File: src/tcpwm_pkg.sv
// Constants and types for the three-phase complementary PWM generator.
// Assumes a single 50 MHz clock and software-level control on plain ports.
// How it works
// - Run bits low stop and hold counters.
// - Both run bits start counters together.
// - Clear source 000 never clears; edge 00.
// - Mode 1111 transfers buffers at the next crest or trough after a phase-three duty buffer write.
// - Toggle enable toggles carrier pin each half.
// - Inverse select zero gives active low outputs.
// - Positive select zero gives active low outputs.
// - Irq enable passes compare-A flag to request.
// - Upper-limit match occurs once per carrier period.
// - Counters count up then down, lead offset.
// - Duty zero forces positive on; limit forces off.
// - Carrier toggle pin starts at one.
package tcpwm_pkg;
	localparam int          CNT_W         = 16;
	localparam int          CLK_HZ        = 50_000_000;
	localparam int          TICK_HZ       = 10_000_000;
	localparam int          PRESCALE      = (CLK_HZ + TICK_HZ - 1) / TICK_HZ;
	localparam logic [2:0]  PRE_LAST      = 3'(PRESCALE - 1);
	localparam logic [2:0]  CLR_NONE      = 3'h0;
	localparam logic [1:0]  EDGE_RISE     = 2'h0;
	localparam logic [3:0]  MODE_CPWM3    = 4'hF;
	localparam logic [15:0] CNT_RST       = 16'h0000;
	localparam logic [15:0] DEAD_RST      = 16'h0001;
	localparam logic        TOGGLE_RST    = 1'b1;
	typedef enum logic [1:0] {
		TCPWM_IDLE = 2'b00,
		TCPWM_UP   = 2'b01,
		TCPWM_DOWN = 2'b11
	} tcpwm_dir_t;
endpackage

File: src/tcpwm_phase.sv
// One complementary phase: compares duty against both counters.
// Assumes counters and tick come from the parent on the same clock.
`timescale 1ns/10ps
module tcpwm_phase (
	input  wire logic        mclk_i,
	input  wire logic        srst_i,
	input  wire logic        run_i,
	input  wire logic        tick_i,
	input  wire logic        pos_lvl_i,
	input  wire logic        inv_lvl_i,
	input  wire logic [15:0] lead_i,
	input  wire logic [15:0] lag_i,
	input  wire logic [15:0] limit_i,
	input  wire logic [15:0] duty_i,
	output logic             pos_o,
	output logic             inv_o
);
	logic pos_on;
	logic inv_on;
	logic pos_ff;
	logic inv_ff;

	// ----------------------------------------
	// Active states from counter compare
	// ----------------------------------------
	always_comb begin
		if (duty_i == tcpwm_pkg::CNT_RST) begin
			pos_on = 1'b1;
			inv_on = 1'b0;
		end else if (duty_i >= limit_i) begin
			pos_on = 1'b0;
			inv_on = 1'b1;
		end else begin
			// Lag counter below duty keeps positive off; lead at or above duty keeps inverse off
			pos_on = (lag_i >= duty_i);
			inv_on = (lead_i < duty_i) && !pos_on;
		end
	end

	// ----------------------------------------
	// Output registers with level select
	// ----------------------------------------
	always_ff @(posedge mclk_i) begin
		if (srst_i) begin
			pos_ff <= 1'b0;
			inv_ff <= 1'b0;
		end else if (run_i && tick_i) begin
			pos_ff <= pos_on;
			inv_ff <= inv_on;
		end
	end

	assign pos_o = pos_lvl_i ? pos_ff : !pos_ff;
	assign inv_o = inv_lvl_i ? inv_ff : !inv_ff;
endmodule

File: src/tcpwm_top.sv
// Three-phase complementary PWM top: counters, buffers, flag, toggle pin.
// Assumes software drives the control ports from logic on mclk_i.
`timescale 1ns/10ps
module tcpwm_top (
	input  wire logic        mclk_i,
	input  wire logic        srst_i,
	input  wire logic        lead_counter_run_bit_i,
	input  wire logic        lag_counter_run_bit_i,
	input  wire logic [2:0]  counter_clear_source_i,
	input  wire logic [1:0]  count_edge_select_i,
	input  wire logic [3:0]  operating_mode_field_i,
	input  wire logic        carrier_sync_toggle_enable_i,
	input  wire logic        inverse_level_select_i,
	input  wire logic        positive_level_select_i,
	input  wire logic        compare_a_irq_enable_i,
	input  wire logic        compare_a_flag_clear_i,
	input  wire logic        lead_cnt_load_i,
	input  wire logic [15:0] lead_cnt_value_i,
	input  wire logic        lag_cnt_load_i,
	input  wire logic [15:0] lag_cnt_value_i,
	input  wire logic [15:0] dead_time_value_i,
	input  wire logic        half_period_wr_i,
	input  wire logic [15:0] half_period_value_i,
	input  wire logic        half_period_buf_wr_i,
	input  wire logic        upper_limit_wr_i,
	input  wire logic [15:0] upper_limit_value_i,
	input  wire logic        upper_limit_buf_wr_i,
	input  wire logic [2:0]  duty_wr_i,
	input  wire logic [2:0]  duty_buf_wr_i,
	input  wire logic [15:0] duty_value_i,
	output logic [15:0]      lead_updown_counter_o,
	output logic [15:0]      lag_updown_counter_o,
	output logic             compare_a_match_flag_o,
	output logic             compare_a_irq_o,
	output logic             carrier_toggle_pin_o,
	output logic             phase1_positive_pin_o,
	output logic             phase1_inverse_pin_o,
	output logic             phase2_positive_pin_o,
	output logic             phase2_inverse_pin_o,
	output logic             phase3_positive_pin_o,
	output logic             phase3_inverse_pin_o
);
	logic [2:0]            pre_ff;
	logic                  tick;
	logic                  run;
	logic [15:0]           lead_ff;
	logic [15:0]           lag_ff;
	tcpwm_pkg::tcpwm_dir_t dir_ff;
	logic [15:0]           half_ff;
	logic [15:0]           half_buf_ff;
	logic [15:0]           limit_ff;
	logic [15:0]           limit_buf_ff;
	logic [15:0]           duty_ff     [3];
	logic [15:0]           duty_buf_ff [3];
	logic                  armed_ff;
	logic                  flag_ff;
	logic                  toggle_ff;
	logic                  crest;
	logic                  trough;
	logic                  xfer;
	logic                  match;
	logic                  pos_w [3];
	logic                  inv_w [3];

	// ----------------------------------------
	// Prescaler and run control
	// ----------------------------------------
	assign run  = lead_counter_run_bit_i && lag_counter_run_bit_i;
	assign tick = run && (pre_ff == tcpwm_pkg::PRE_LAST) &&
	              (count_edge_select_i == tcpwm_pkg::EDGE_RISE);

	always_ff @(posedge mclk_i) begin
		if (srst_i || !run) begin
			pre_ff <= 3'h0;
		end else if (pre_ff == tcpwm_pkg::PRE_LAST) begin
			pre_ff <= 3'h0;
		end else begin
			pre_ff <= pre_ff + 3'h1;
		end
	end

	// ----------------------------------------
	// Up/down counters
	// ----------------------------------------
	assign crest  = tick && (dir_ff != tcpwm_pkg::TCPWM_DOWN) && (lag_ff >= half_ff);
	// Trough on reaching zero so one carrier period is twice the half period
	assign trough = tick && (dir_ff == tcpwm_pkg::TCPWM_DOWN) && (lag_ff == tcpwm_pkg::CNT_RST);
	assign xfer   = (operating_mode_field_i == tcpwm_pkg::MODE_CPWM3) &&
	                (crest || trough) && armed_ff;
	assign match  = tick && (dir_ff != tcpwm_pkg::TCPWM_DOWN) &&
	                (lead_ff + 16'h0001 == limit_ff);

	always_ff @(posedge mclk_i) begin
		if (srst_i) begin
			lead_ff <= tcpwm_pkg::CNT_RST;
			lag_ff  <= tcpwm_pkg::CNT_RST;
			dir_ff  <= tcpwm_pkg::TCPWM_IDLE;
		end else if (!run) begin
			// Counters hold while stopped; preload accepted here
			if (lead_cnt_load_i) begin
				lead_ff <= lead_cnt_value_i;
			end
			if (lag_cnt_load_i) begin
				lag_ff <= lag_cnt_value_i;
			end
			dir_ff <= tcpwm_pkg::TCPWM_IDLE;
		end else if (tick) begin
			// Clear source is honoured only as no-clear
			if (crest) begin
				dir_ff  <= tcpwm_pkg::TCPWM_DOWN;
				lead_ff <= lead_ff - 16'h0001;
				lag_ff  <= lag_ff - 16'h0001;
			end else if (trough) begin
				dir_ff  <= tcpwm_pkg::TCPWM_UP;
				lead_ff <= lead_ff + 16'h0001;
				lag_ff  <= lag_ff + 16'h0001;
			end else if (dir_ff == tcpwm_pkg::TCPWM_DOWN) begin
				lead_ff <= lead_ff - 16'h0001;
				lag_ff  <= lag_ff - 16'h0001;
			end else begin
				dir_ff  <= tcpwm_pkg::TCPWM_UP;
				lead_ff <= lead_ff + 16'h0001;
				lag_ff  <= lag_ff + 16'h0001;
			end
		end
	end

	// ----------------------------------------
	// Period and limit registers with buffers
	// ----------------------------------------
	always_ff @(posedge mclk_i) begin
		if (srst_i) begin
			half_ff      <= tcpwm_pkg::CNT_RST;
			half_buf_ff  <= tcpwm_pkg::CNT_RST;
			limit_ff     <= tcpwm_pkg::CNT_RST;
			limit_buf_ff <= tcpwm_pkg::CNT_RST;
		end else begin
			if (half_period_wr_i && !run) begin
				half_ff <= half_period_value_i;
			end else if (xfer) begin
				half_ff <= half_buf_ff;
			end
			if (half_period_buf_wr_i) begin
				half_buf_ff <= half_period_value_i;
			end
			if (upper_limit_wr_i && !run) begin
				limit_ff <= upper_limit_value_i;
			end else if (xfer) begin
				limit_ff <= limit_buf_ff;
			end
			if (upper_limit_buf_wr_i) begin
				limit_buf_ff <= upper_limit_value_i;
			end
		end
	end

	// ----------------------------------------
	// Duty registers; phase-three buffer arms
	// ----------------------------------------
	always_ff @(posedge mclk_i) begin
		if (srst_i) begin
			for (int i = 0; i < 3; i++) begin
				duty_ff[i]     <= tcpwm_pkg::CNT_RST;
				duty_buf_ff[i] <= tcpwm_pkg::CNT_RST;
			end
		end else begin
			for (int i = 0; i < 3; i++) begin
				if (duty_wr_i[i] && !run) begin
					duty_ff[i] <= duty_value_i;
				end else if (xfer) begin
					duty_ff[i] <= duty_buf_ff[i];
				end
				if (duty_buf_wr_i[i]) begin
					duty_buf_ff[i] <= duty_value_i;
				end
			end
		end
	end

	always_ff @(posedge mclk_i) begin
		if (srst_i) begin
			armed_ff <= 1'b0;
		end else if (duty_buf_wr_i[2]) begin
			armed_ff <= 1'b1;
		end else if (xfer) begin
			armed_ff <= 1'b0;
		end
	end

	// ----------------------------------------
	// Upper-limit flag and request
	// ----------------------------------------
	always_ff @(posedge mclk_i) begin
		if (srst_i) begin
			flag_ff <= 1'b0;
		end else if (match) begin
			flag_ff <= 1'b1;
		end else if (compare_a_flag_clear_i) begin
			flag_ff <= 1'b0;
		end
	end

	assign compare_a_match_flag_o = flag_ff;
	assign compare_a_irq_o        = flag_ff && compare_a_irq_enable_i;

	// ----------------------------------------
	// Carrier-synchronised toggle pin
	// ----------------------------------------
	always_ff @(posedge mclk_i) begin
		if (srst_i) begin
			toggle_ff <= tcpwm_pkg::TOGGLE_RST;
		end else if (carrier_sync_toggle_enable_i && (crest || trough)) begin
			toggle_ff <= !toggle_ff;
		end
	end

	assign carrier_toggle_pin_o  = toggle_ff;
	assign lead_updown_counter_o = lead_ff;
	assign lag_updown_counter_o  = lag_ff;

	// ----------------------------------------
	// Three phases
	// ----------------------------------------
	for (genvar p = 0; p < 3; p++) begin : g_phase
		tcpwm_phase u_phase (
			.mclk_i    (mclk_i),
			.srst_i    (srst_i),
			.run_i     (run),
			.tick_i    (tick),
			.pos_lvl_i (positive_level_select_i),
			.inv_lvl_i (inverse_level_select_i),
			.lead_i    (lead_ff),
			.lag_i     (lag_ff),
			.limit_i   (limit_ff),
			.duty_i    (duty_ff[p]),
			.pos_o     (pos_w[p]),
			.inv_o     (inv_w[p])
		);
	end

	assign phase1_positive_pin_o = pos_w[0];
	assign phase1_inverse_pin_o  = inv_w[0];
	assign phase2_positive_pin_o = pos_w[1];
	assign phase2_inverse_pin_o  = inv_w[1];
	assign phase3_positive_pin_o = pos_w[2];
	assign phase3_inverse_pin_o  = inv_w[2];
endmodule

File: config.mk
export PLATFORM = sky130hd
export DESIGN_NAME = tcpwm_top
export DESIGN_NICKNAME = d
export VERILOG_FILES = /design/src/tcpwm_pkg.sv /design/src/tcpwm_phase.sv /design/src/tcpwm_top.sv
export SDC_FILE = /design/constraint.sdc
export NUM_CORES = 1
export LEC_CHECK = 0
export BUFFER_PORTS_ARGS = -buffer_cell sky130_fd_sc_hd__buf_4
export CAP_MARGIN = 20
export CORE_MARGIN = 5
export CORE_UTILIZATION = 59
export CTS_BUF_LIST = sky130_fd_sc_hd__clkbuf_4 sky130_fd_sc_hd__clkbuf_8 sky130_fd_sc_hd__clkbuf_16
export CTS_CLUSTER_SIZE = 40
export DETAILED_ROUTE_END_ITERATION = 10
export GPL_TIMING_DRIVEN = 0
export PLACE_DENSITY = 0.81
export SYNTH_ARGS = -nofsm -noshare
export SYNTH_HDL_FRONTEND = slang
export SYNTH_SLANG_ARGS = --single-unit
File: constraint.sdc
create_clock -name mclk_i -period 4.4 [get_ports mclk_i]
set_clock_uncertainty 0.1 [all_clocks]
set_input_delay 0 -clock mclk_i [delete_from_list [all_inputs] [get_ports mclk_i]]
set_output_delay 0 -clock mclk_i [all_outputs]
set_load 0.1 [all_outputs]
# [Yosys cells after proc, flatten, opt, wreduce, memory -nomap -nowiden]
# Memories as Yosys holds them, arrays and structs flattened.
# Index checks and enable logic that the tools add are counted.
[classes] addsub=5 multipliers=0 div_mod_pow=0 order_cmp=10 eq_ne=7 shift=0 muxes=80 bitwise=10 n_reduce_logical=50
[ops] op="$mux W16" count=25
[ops] op="$ge A16 B16 Y1" count=7
[ops] op="$logic_not A16 Y1" count=4
[ops] op="$mux W1" count=52
[ops] op="$lt A16 B16 Y1" count=3
[ops] op="$add A16 B1 Y16 const B" count=2
[ops] op="$sub A16 B1 Y16 const B" count=2
[ops] op="$logic_and A1 B1 Y1" count=21
[ops] op="$eq A16 B16 Y1" count=1
[ops] op="$reduce_bool A2 Y1" count=6
[ops] op="$logic_not A1 Y1" count=11
[ops] op="$or A1 B1 Y1" count=9
[ops] op="$mux W2" count=3
[ops] op="$reduce_and A2 Y1" count=3
[ops] op="$eq A4 B4 Y1 const B" count=1
[ops] op="$ne A2 B2 Y1 const B" count=2
[ops] op="$reduce_or A2 Y1" count=2
[ops] op="$add A3 B1 Y3 const B" count=1
[ops] op="$eq A3 B3 Y1 const B" count=1
[ops] op="$ne A3 B3 Y1 const B" count=1
[ops] op="$eq A2 B2 Y1 const B" count=1
[ops] op="$logic_not A2 Y1" count=1
[ops] op="$logic_or A1 B1 Y1" count=2
[ops] op="$not A1 Y1" count=1
[totals] ff_bits=110 latchBits=0 mem_bits_rw=96 romBits=0 in_bits=126 mem_count=2
[mem_list] name="duty_buf_ff" words=3 word_bits=16 read_ports=3 rd_clocked_by_memory_dff=0 wr=3 line="tcpwm_top.sv:54" source="logic [15:0] duty_buf_ff [3];"
[mem_list] name="duty_ff" words=3 word_bits=16 read_ports=3 rd_clocked_by_memory_dff=0 wr=3 line="tcpwm_top.sv:53" source="logic [15:0] duty_ff [3];"

# [Longest topological paths before layout]
# Gate-level depths: netlist of run 1.
[logic_depth] depth_word=13 depth_mapped=12 ltp_nobuf=10

# [Cells and area by module]
# From an unflattened synthesis of run 1, not the netlist that was laid out.
[unflattened] hier_cells=1556 area_unflattened_um2=13958.4
[modules_own_cells] mod="tcpwm_top" instances=1 cells_per_inst=1070 area_per_inst_um2=10186.0 seq_area_each_um2=4964.8
[modules_own_cells] mod="tcpwm_phase" instances=3 cells_per_inst=162 area_per_inst_um2=1257.5 seq_area_each_um2=40.0

# [Worst setup path before layout of run 1]
# Ideal clock, no wire load.
[synth_timing] path_kind="register to register" start="register lag_ff[0] (netlist: lag_updown_counter_o[0])" end="memory duty_ff[0][0], enable pin" setup_time_ns=0.416 t_arrival_ns=3.846 required_ns=3.884 setup_slack_ns=0.037 path_stages_with_launch=11 path_buffers=1 cell_sequence="dfxtp_1 -> inv_1 -> ha_1 -> nand2b_1 -> a2111oi_0 -> o21ai_1 -> a2111o_1 -> and2_1 -> o211ai_2 -> buf_2 -> nand3_1"
[synth_rtl] element="start: declaration" line="tcpwm_top.sv:47" source="logic [15:0] lag_ff;"
[synth_rtl] element="start signal: assignment" line="tcpwm_top.sv:96" source="lag_ff <= tcpwm_pkg::CNT_RST;"
[synth_rtl] element="start signal: assignment" line="tcpwm_top.sv:104" source="lag_ff <= lag_cnt_value_i;"
[synth_rtl] element="start signal: assignment" line="tcpwm_top.sv:112" source="lag_ff <= lag_ff - 16'h0001;"
[synth_rtl] element="end: declaration" line="tcpwm_top.sv:53"

# [Final worst setup path of run 1]
[layout_timing] start="register lag_ff[0] (netlist: lag_updown_counter_o[0])" end="register lag_ff[5] (netlist: lag_updown_counter_o[5])"
[layout_via] elab_chain_len=6 elab_cells_between_ends=11
[layout_lines] element="$add A16 B1 Y16, or another cell as far along" line="tcpwm_top.sv:116, tcpwm_top.sv:123"
[layout_lines] element="$mux W16 / $logic_and A1 B1 Y1 (equally long branches)" line="tcpwm_top.sv:117, tcpwm_top.sv:87"
[layout_lines] element="$mux W16" line="tcpwm_top.sv:113" source="end else if (trough) begin"
[layout_lines] element="$mux W16 *" line="tcpwm_top.sv:109" source="if (crest) begin"
[layout_lines] element="$mux W16 *" line="tcpwm_top.sv:107" source="end else if (tick) begin"
[layout_lines] element="$mux W16 *" line="tcpwm_top.sv:98" source="end else if (!run) begin"
# Every way passes the cells marked *; elsewhere a longest branch is shown, timed or not. The select of a mux whose other input is x is not followed.
# A chain may end at the register's enable or synchronous reset.

==> results_dict.tcl, run 1 <==
set metrics [dict create \
    status "complete, no violations" \
    hold_viol 0 \
    synth_ff_type "dfxtp_1" \
    synth_area_sq_um 13200 \
    synth_area_per_cell_sq_um 9.44 \
    fin_setup_tns_ns 0 \
    synth_seq_area_share_pct 38.6 \
    post-route-drc-count 0 \
    synth_most_common_cell "ha_1" \
    cts.htree.levels 1 \
    synthTopCellsByCount "ha_1 (163), nand2_1 (119), dfxtp_1 (110)" \
    critPathSlowestCell "dlygate4sd3_1" \
    core_sq_um 21900 \
    rsz0062_at_grt "no" \
    dp_hpwl_um 32000 \
    ys_types 64 \
    post-route-min-period_ns 4.21 \
    grt_pass1_wl_um 69300 \
    path_cells "inv_1, ha_1, nand2b_1, a2111oi_0, o21ai_1, a2111o_1, a21oi_4, buf_4, mux2i_1, mux2i_1, o211ai_1, dlygate4sd3_1" \
    area_growth_pct 26.3 \
    crit_type "reg2reg" \
    fmax_ghz 0.238 \
    cts_tree "done" \
    post-route-period-util_pct 95.6 \
    maxCapViolCount 0 \
    crit_arrival_ns 4.53 \
    grt_use_total_pct 33.6 \
    die_area_sq_um 25400 \
    ir_drop_uv 376 \
    nets 1979 \
    cp_data_required_time_ns 4.72 \
    grt_antenna_before_repair 0 \
    drive_above_1_share_pct 12.9 \
    vias_per_cell 6.41 \
    path_max_fanout 10 \
    cts_sinks 206 \
    rows 54 \
    endpoint_kind "flop" \
    whs_ns 0.00781 \
    setup_viol 0 \
    first_global_vias 12500 \
    gp_congestion 1.03 \
    clkTransAtPathRegs_ns 0.06 \
    die_w_um 159 \
    crit_path_max_incr_delay_ns 0.57 \
    grt_max_degree 17 \
    drt.antenna.violating_nets 0 \
    hold_path.class "in2reg" \
    cellPowerDensity_nw_per_um2 335 \
    netlist.area_leader.share_pct 21.9 \
    yosys_warnings 0 \
    postSynthCellCount 1396 \
    synth_edf_count 96 \
    diodes 0 \
    insertion_delay_ns 0.54 \
    drtIter0Drc 1308 \
    post-place-ws_ns -0.285 \
    start_util_pct 60.2 \
    ff2ff_setup_slack_ns 0.19 \
    synth_top_area_cell "edfxtp_1" \
    timing.final.ws_setup_ns 0.194 \
    wl_per_cell_um 22.4 \
    fill_cells 1512 \
    slew_viol_final 0 \
    async_reset_ff_share_pct 0 \
    synth_seq_cells 206 \
    syn_nets 1685 \
    ios 167 \
    slew_headroom_pct 33.2 \
    grt_overflow 0 \
    wirelength_um 44500 \
    vias 12700 \
    die_h_um 159 \
    numCtsBuffers 24 \
    path_common_cell "mux2i_1" \
    root_buffer "clkbuf_16" \
    synthTopCellsByArea "edfxtp_1 (22%), dfxtp_1 (17%), ha_1 (15%), mux2i_1 (4.5%), nand2_1 (3.4%)" \
    start_kind "flop" \
    cts.path.max_buffers 3 \
    p_leak_nw 7.44 \
    io_buffer_count 144 \
    firstDrtPassIters 7 \
    worst_pin_slew_ns 1.00 \
]
-- cells by family (layout without fill, tap and decap cells) --
| group | after synthesis | in the layout | share of synthesized area, % |
|---|---|---|---|
| XOR/XNOR | 36 | 36 | 2.39 |
| adder cells (fa/ha/maj) | 163 | 163 | 15.5 |
| buffers and inverters | 159 | 470 | 4.81 |
| multiplexers | 63 | 63 | 4.82 |
| AO/OA/AOI/OAI | 305 | 305 | 16.5 |
| AND/OR/NAND/NOR | 464 | 464 | 17.5 |
| flip-flops | 206 | 206 | 38.6 |
-- routing by layer --
layer | vias to the layer above | GRT usage, % | share of wire (%)
li1 | 5790 | - | -
met1 | 6009 | 43.2 | 38
met2 | 767 | 54.7 | 46
met3 | 173 | 6.76 | 10
met4 | 0 | 15.7 | 5.4
met5 | - | 0 | 0
-- path summary, 6_finish.rpt --
check,start,endpoint,cells past startpoint
max,lag_updown_counter_o[0],lag_updown_counter_o[5],12
min,duty_buf_wr_i[0],duty_buf_ff[0][0],2
max reg2reg,lag_updown_counter_o[0],lag_updown_counter_o[5],12
min reg2reg,limit_buf_ff[15],limit_ff[15],2
-- power by group --
group          total, W  switching (W)  internal, W
Combinational   0.00129       0.000749     0.000541
Clock           0.00193       0.000819      0.00111
Sequential      0.00236       0.000192      0.00217
-- cells in the final DEF, fill, tap and decap left out, types with 10 or more instances in the layout --
cell	count
ha_1	163
buf_4	152
dlygate4sd3_1	121
nand2_1	118
dfxtp_1	109
nor2_1	106
edfxtp_1	96
inv_1	89
a21oi_1	69
mux2i_1	59
clkbuf_1	50
a22o_1	49
a21o_1	46
nand3_1	41
nand4_1	37
nor3_1	32
a311oi_1	32
o21ai_0	28
xnor2_1	27
and3_1	27
clkbuf_16	24
and2_1	21
nor4_1	21
o211ai_1	15
or3_1	13
nand2b_1	12
a31oi_1	11
a211oi_1	10
-- worst max-delay path: cells and delay by family (launching register included) --
family                     cells  cell delay [ns]
DFF                            1             0.45
muxes                          2             0.53
AOI/OAI and AO/OA              5             1.47
and+or+nand+nor                1             0.14
buffers and inverters          3             1.07
adders and majority gates      1             0.32
-- registers in the layout, summed over array words and instances (netlist names) --
signal and cells:
duty_buf_ff 48, duty_ff 48, half_buf_ff 16, half_ff 16
lag_updown_counter_o 16, lead_updown_counter_o 16, limit_buf_ff 16, limit_ff 16
g_phase.u_phase.inv_ff 3, g_phase.u_phase.pos_ff 3, pre_ff 3, dir_ff 2
armed_ff 1, carrier_toggle_pin_o 1, compare_a_match_flag_o 1
-- what timing repair did --
item	in CTS	in global routing
buffers inserted	0	3
endpoints found under the hold margin	198	18
resized for setup	3	3
hold buffers	119	2
setup endpoints to repair	48	56
pin swaps	0	1
-- final cells by class --
class / count / area [sq um] / area share, %
plain buffers: 70 / 300 / 1.80
multi-input cells: 1031 / 7490 / 45.0
well taps: 280 / 350 / 2.10
clock buffers: 35 / 696 / 4.18
flip-flops and latches: 206 / 5090 / 30.6
inverters: 89 / 334 / 2.01
repair buffers: 268 / 2310 / 13.9
clock inverters: 8 / 72.6 / 0.436
-- through the flow --
stage          std cells  cell area, sq um  util, %  power [W]
2_1_floorplan       1396             13200        -    0.00313
3_3_place_gp        1820             14600     66.8    0.00350
3_5_place_dp        1820             14600     66.8    0.00355
4_1_cts             1982             16600     75.8    0.00553
5_1_grt             1987             16600     76.0    0.00580
6_report            1987             16600     76.0    0.00558
Power figures use the tool's default switching activity.
==> run 2: changes to the inputs <==
REMOVE_ABC_BUFFERS = 1   (was default)
==> run 2 against run 1 <==
Sequential share of layout area down 0.33 points. Sequential cell count unchanged. Clock power is 6% lower. Power down 2.0%. Combinational power is essentially flat. Critical path type unchanged. Largest cell class unchanged. Largest power group unchanged. Highest routed layer unchanged.
==> results_dict.tcl, run 2 (same netlist as run 1, synthesis figures left out) <==
set metrics [dict create \
    wirelength_um 43000 \
    vias 12500 \
    crit_type "reg2reg" \
    grt_pass1_wl_um 66900 \
    reg_top3 "duty_buf_ff x48, duty_ff x48" \
    path_delay_family "compound AO/OA/AOI/OAI gates" \
    die_h_um 159 \
    endpoint_kind "flop" \
    cts.path.max_buffers 3 \
    cp_data_required_time_ns 4.70 \
    clkTransAtPathRegs_ns 0.06 \
    grt_overflow 0 \
    numCtsBuffers 23 \
    critPathSlowestCell "dlygate4sd3_1" \
    insertion_delay_ns 0.51 \
    final_cell_mix "ha_1 (163), buf_4 (156), dlygate4sd3_1 (155), nand2_1 (118), dfxtp_1 (109)" \
    layout_commonest_cell "ha_1" \
    crit_arrival_ns 4.41 \
    post-route-drc-count 0 \
    cellPowerDensity_nw_per_um2 325 \
    ir_drop_uv 333 \
    fin_area_sq_um 16800 \
    path_cells "inv_1, ha_1, nand2b_1, a2111oi_0, o21ai_1, a2111o_1, a21oi_4, buf_16, mux2i_1, o22ai_1, dlygate4sd3_1, a22o_1" \
    grt_max_degree 105 \
    grt_antenna_before_repair 1 \
    firstDrtPassIters 6 \
    cts_sinks 206 \
    post-route-min-period_ns 4.11 \
    dp.cells 1759 \
    total_power_w 0.00547 \
    fmax_ghz 0.243 \
    crit_path_max_incr_delay_ns 0.57 \
    maxCapViolCount 0 \
    drtIter0Drc 1220 \
    fin_util_pct 76.9 \
    hold_viol 0 \
    slew_headroom_pct 24.1 \
    worst_pin_slew_ns 1.14 \
    ios 167 \
    hold_path.class "in2reg" \
    setup_viol 0 \
    final-instance-count-excl-fill 1963 \
    placed_area_sq_um 14400 \
    cts_tree "done" \
    drive_above_1_share_pct 13.1 \
    seqCellArea_sq_um 5090 \
    root_buffer "clkbuf_16" \
    nets 1956 \
    rsz0062_at_grt "no" \
    crit_buf_inv 3 \
    status "complete, no violations" \
    grt_use_total_pct 32.3 \
    rows 54 \
    die_w_um 159 \
    p_leak_nw 7.48 \
    vias_per_cell 6.37 \
    start_util_pct 60.2 \
    fill_cells 1408 \
    die_area_sq_um 25400 \
    multi_input_area_sq_um 7510 \
    cts.htree.levels 1 \
    io_buffer_count 147 \
    drt.antenna.violating_nets 0 \
    post-route-period-util_pct 93.4 \
    slew_viol_final 0 \
    wl_per_cell_um 21.9 \
    gp_congestion 0.932 \
    core_sq_um 21900 \
    first_global_vias 12600 \
    path_max_fanout 22 \
    start_kind "flop" \
    area_growth_pct 27.7 \
    dp_hpwl_um 27700 \
]
run 2: cell type report:
cell class	count	share of cell area (%)
diodes	1	0.0149
clock buffers	33	3.94
clock inverters	7	0.260
inverters	89	1.98
multi-input cells	1031	44.6
flip-flops and latches	206	30.2
well taps	280	2.08
repair buffers	316	16.9
run 2: routing by layer:
layer  part of all wire (%)  GRT usage [%]
met1                     39           40.1
met2                     47           54.2
met3                    8.4           4.63
met4                    6.3           17.2
met5                      0              0
run 2: power by group:
group          switching [W]  total, W  internal [W]
logic               0.000725   0.00129      0.000561
registers           0.000204   0.00237       0.00217
clock network       0.000759   0.00181       0.00105
total                0.00169   0.00547       0.00378
run 2: metrics by stage:
| step | hold slack (ns) | setup TNS (ns) | setup WS (ns) |
|---|---|---|---|
| after floorplan | -0.0309 | -35.96 | -0.491 |
| after global placement | 0.144 | -429.55 | -3.19 |
| after detailed placement | 0.153 | -21.33 | -0.488 |
| after CTS | 0.0476 | 0 | 0.0373 |
| after global routing | 0.0806 | 0 | 0.130 |
| final | 0.0523 | 0 | 0.292 |
run 2: repair_timing:
item / 4_1_cts / 5_1_grt
hold buffers: 154 / 1
setup endpoints to repair: 48 / 86
hold endpoints to repair: 200 / 12
gates resized for setup: 3 / 4
setup buffers: 0 / 7
pin swaps: 0 / 1
run 2: worst min-delay path, cell delays in order:
cell,delay [ns]
buf_4,0.09
nand2_1,0.06
nand3_2,0.30
run 2: path summary, 6_finish.rpt:
| check | start | to | slack, ns | depth (start not counted) |
|---|---|---|---|---|
| max | lag_updown_counter_o[0] | lag_updown_counter_o[7] | 0.29 | 12 |
| min | duty_wr_i[0] | duty_ff[0][14] | 0.05 | 3 |
| max reg2reg | lag_updown_counter_o[0] | lag_updown_counter_o[7] | 0.29 | 12 |
| min reg2reg | limit_buf_ff[11] | limit_ff[11] | 0.38 | 2 |
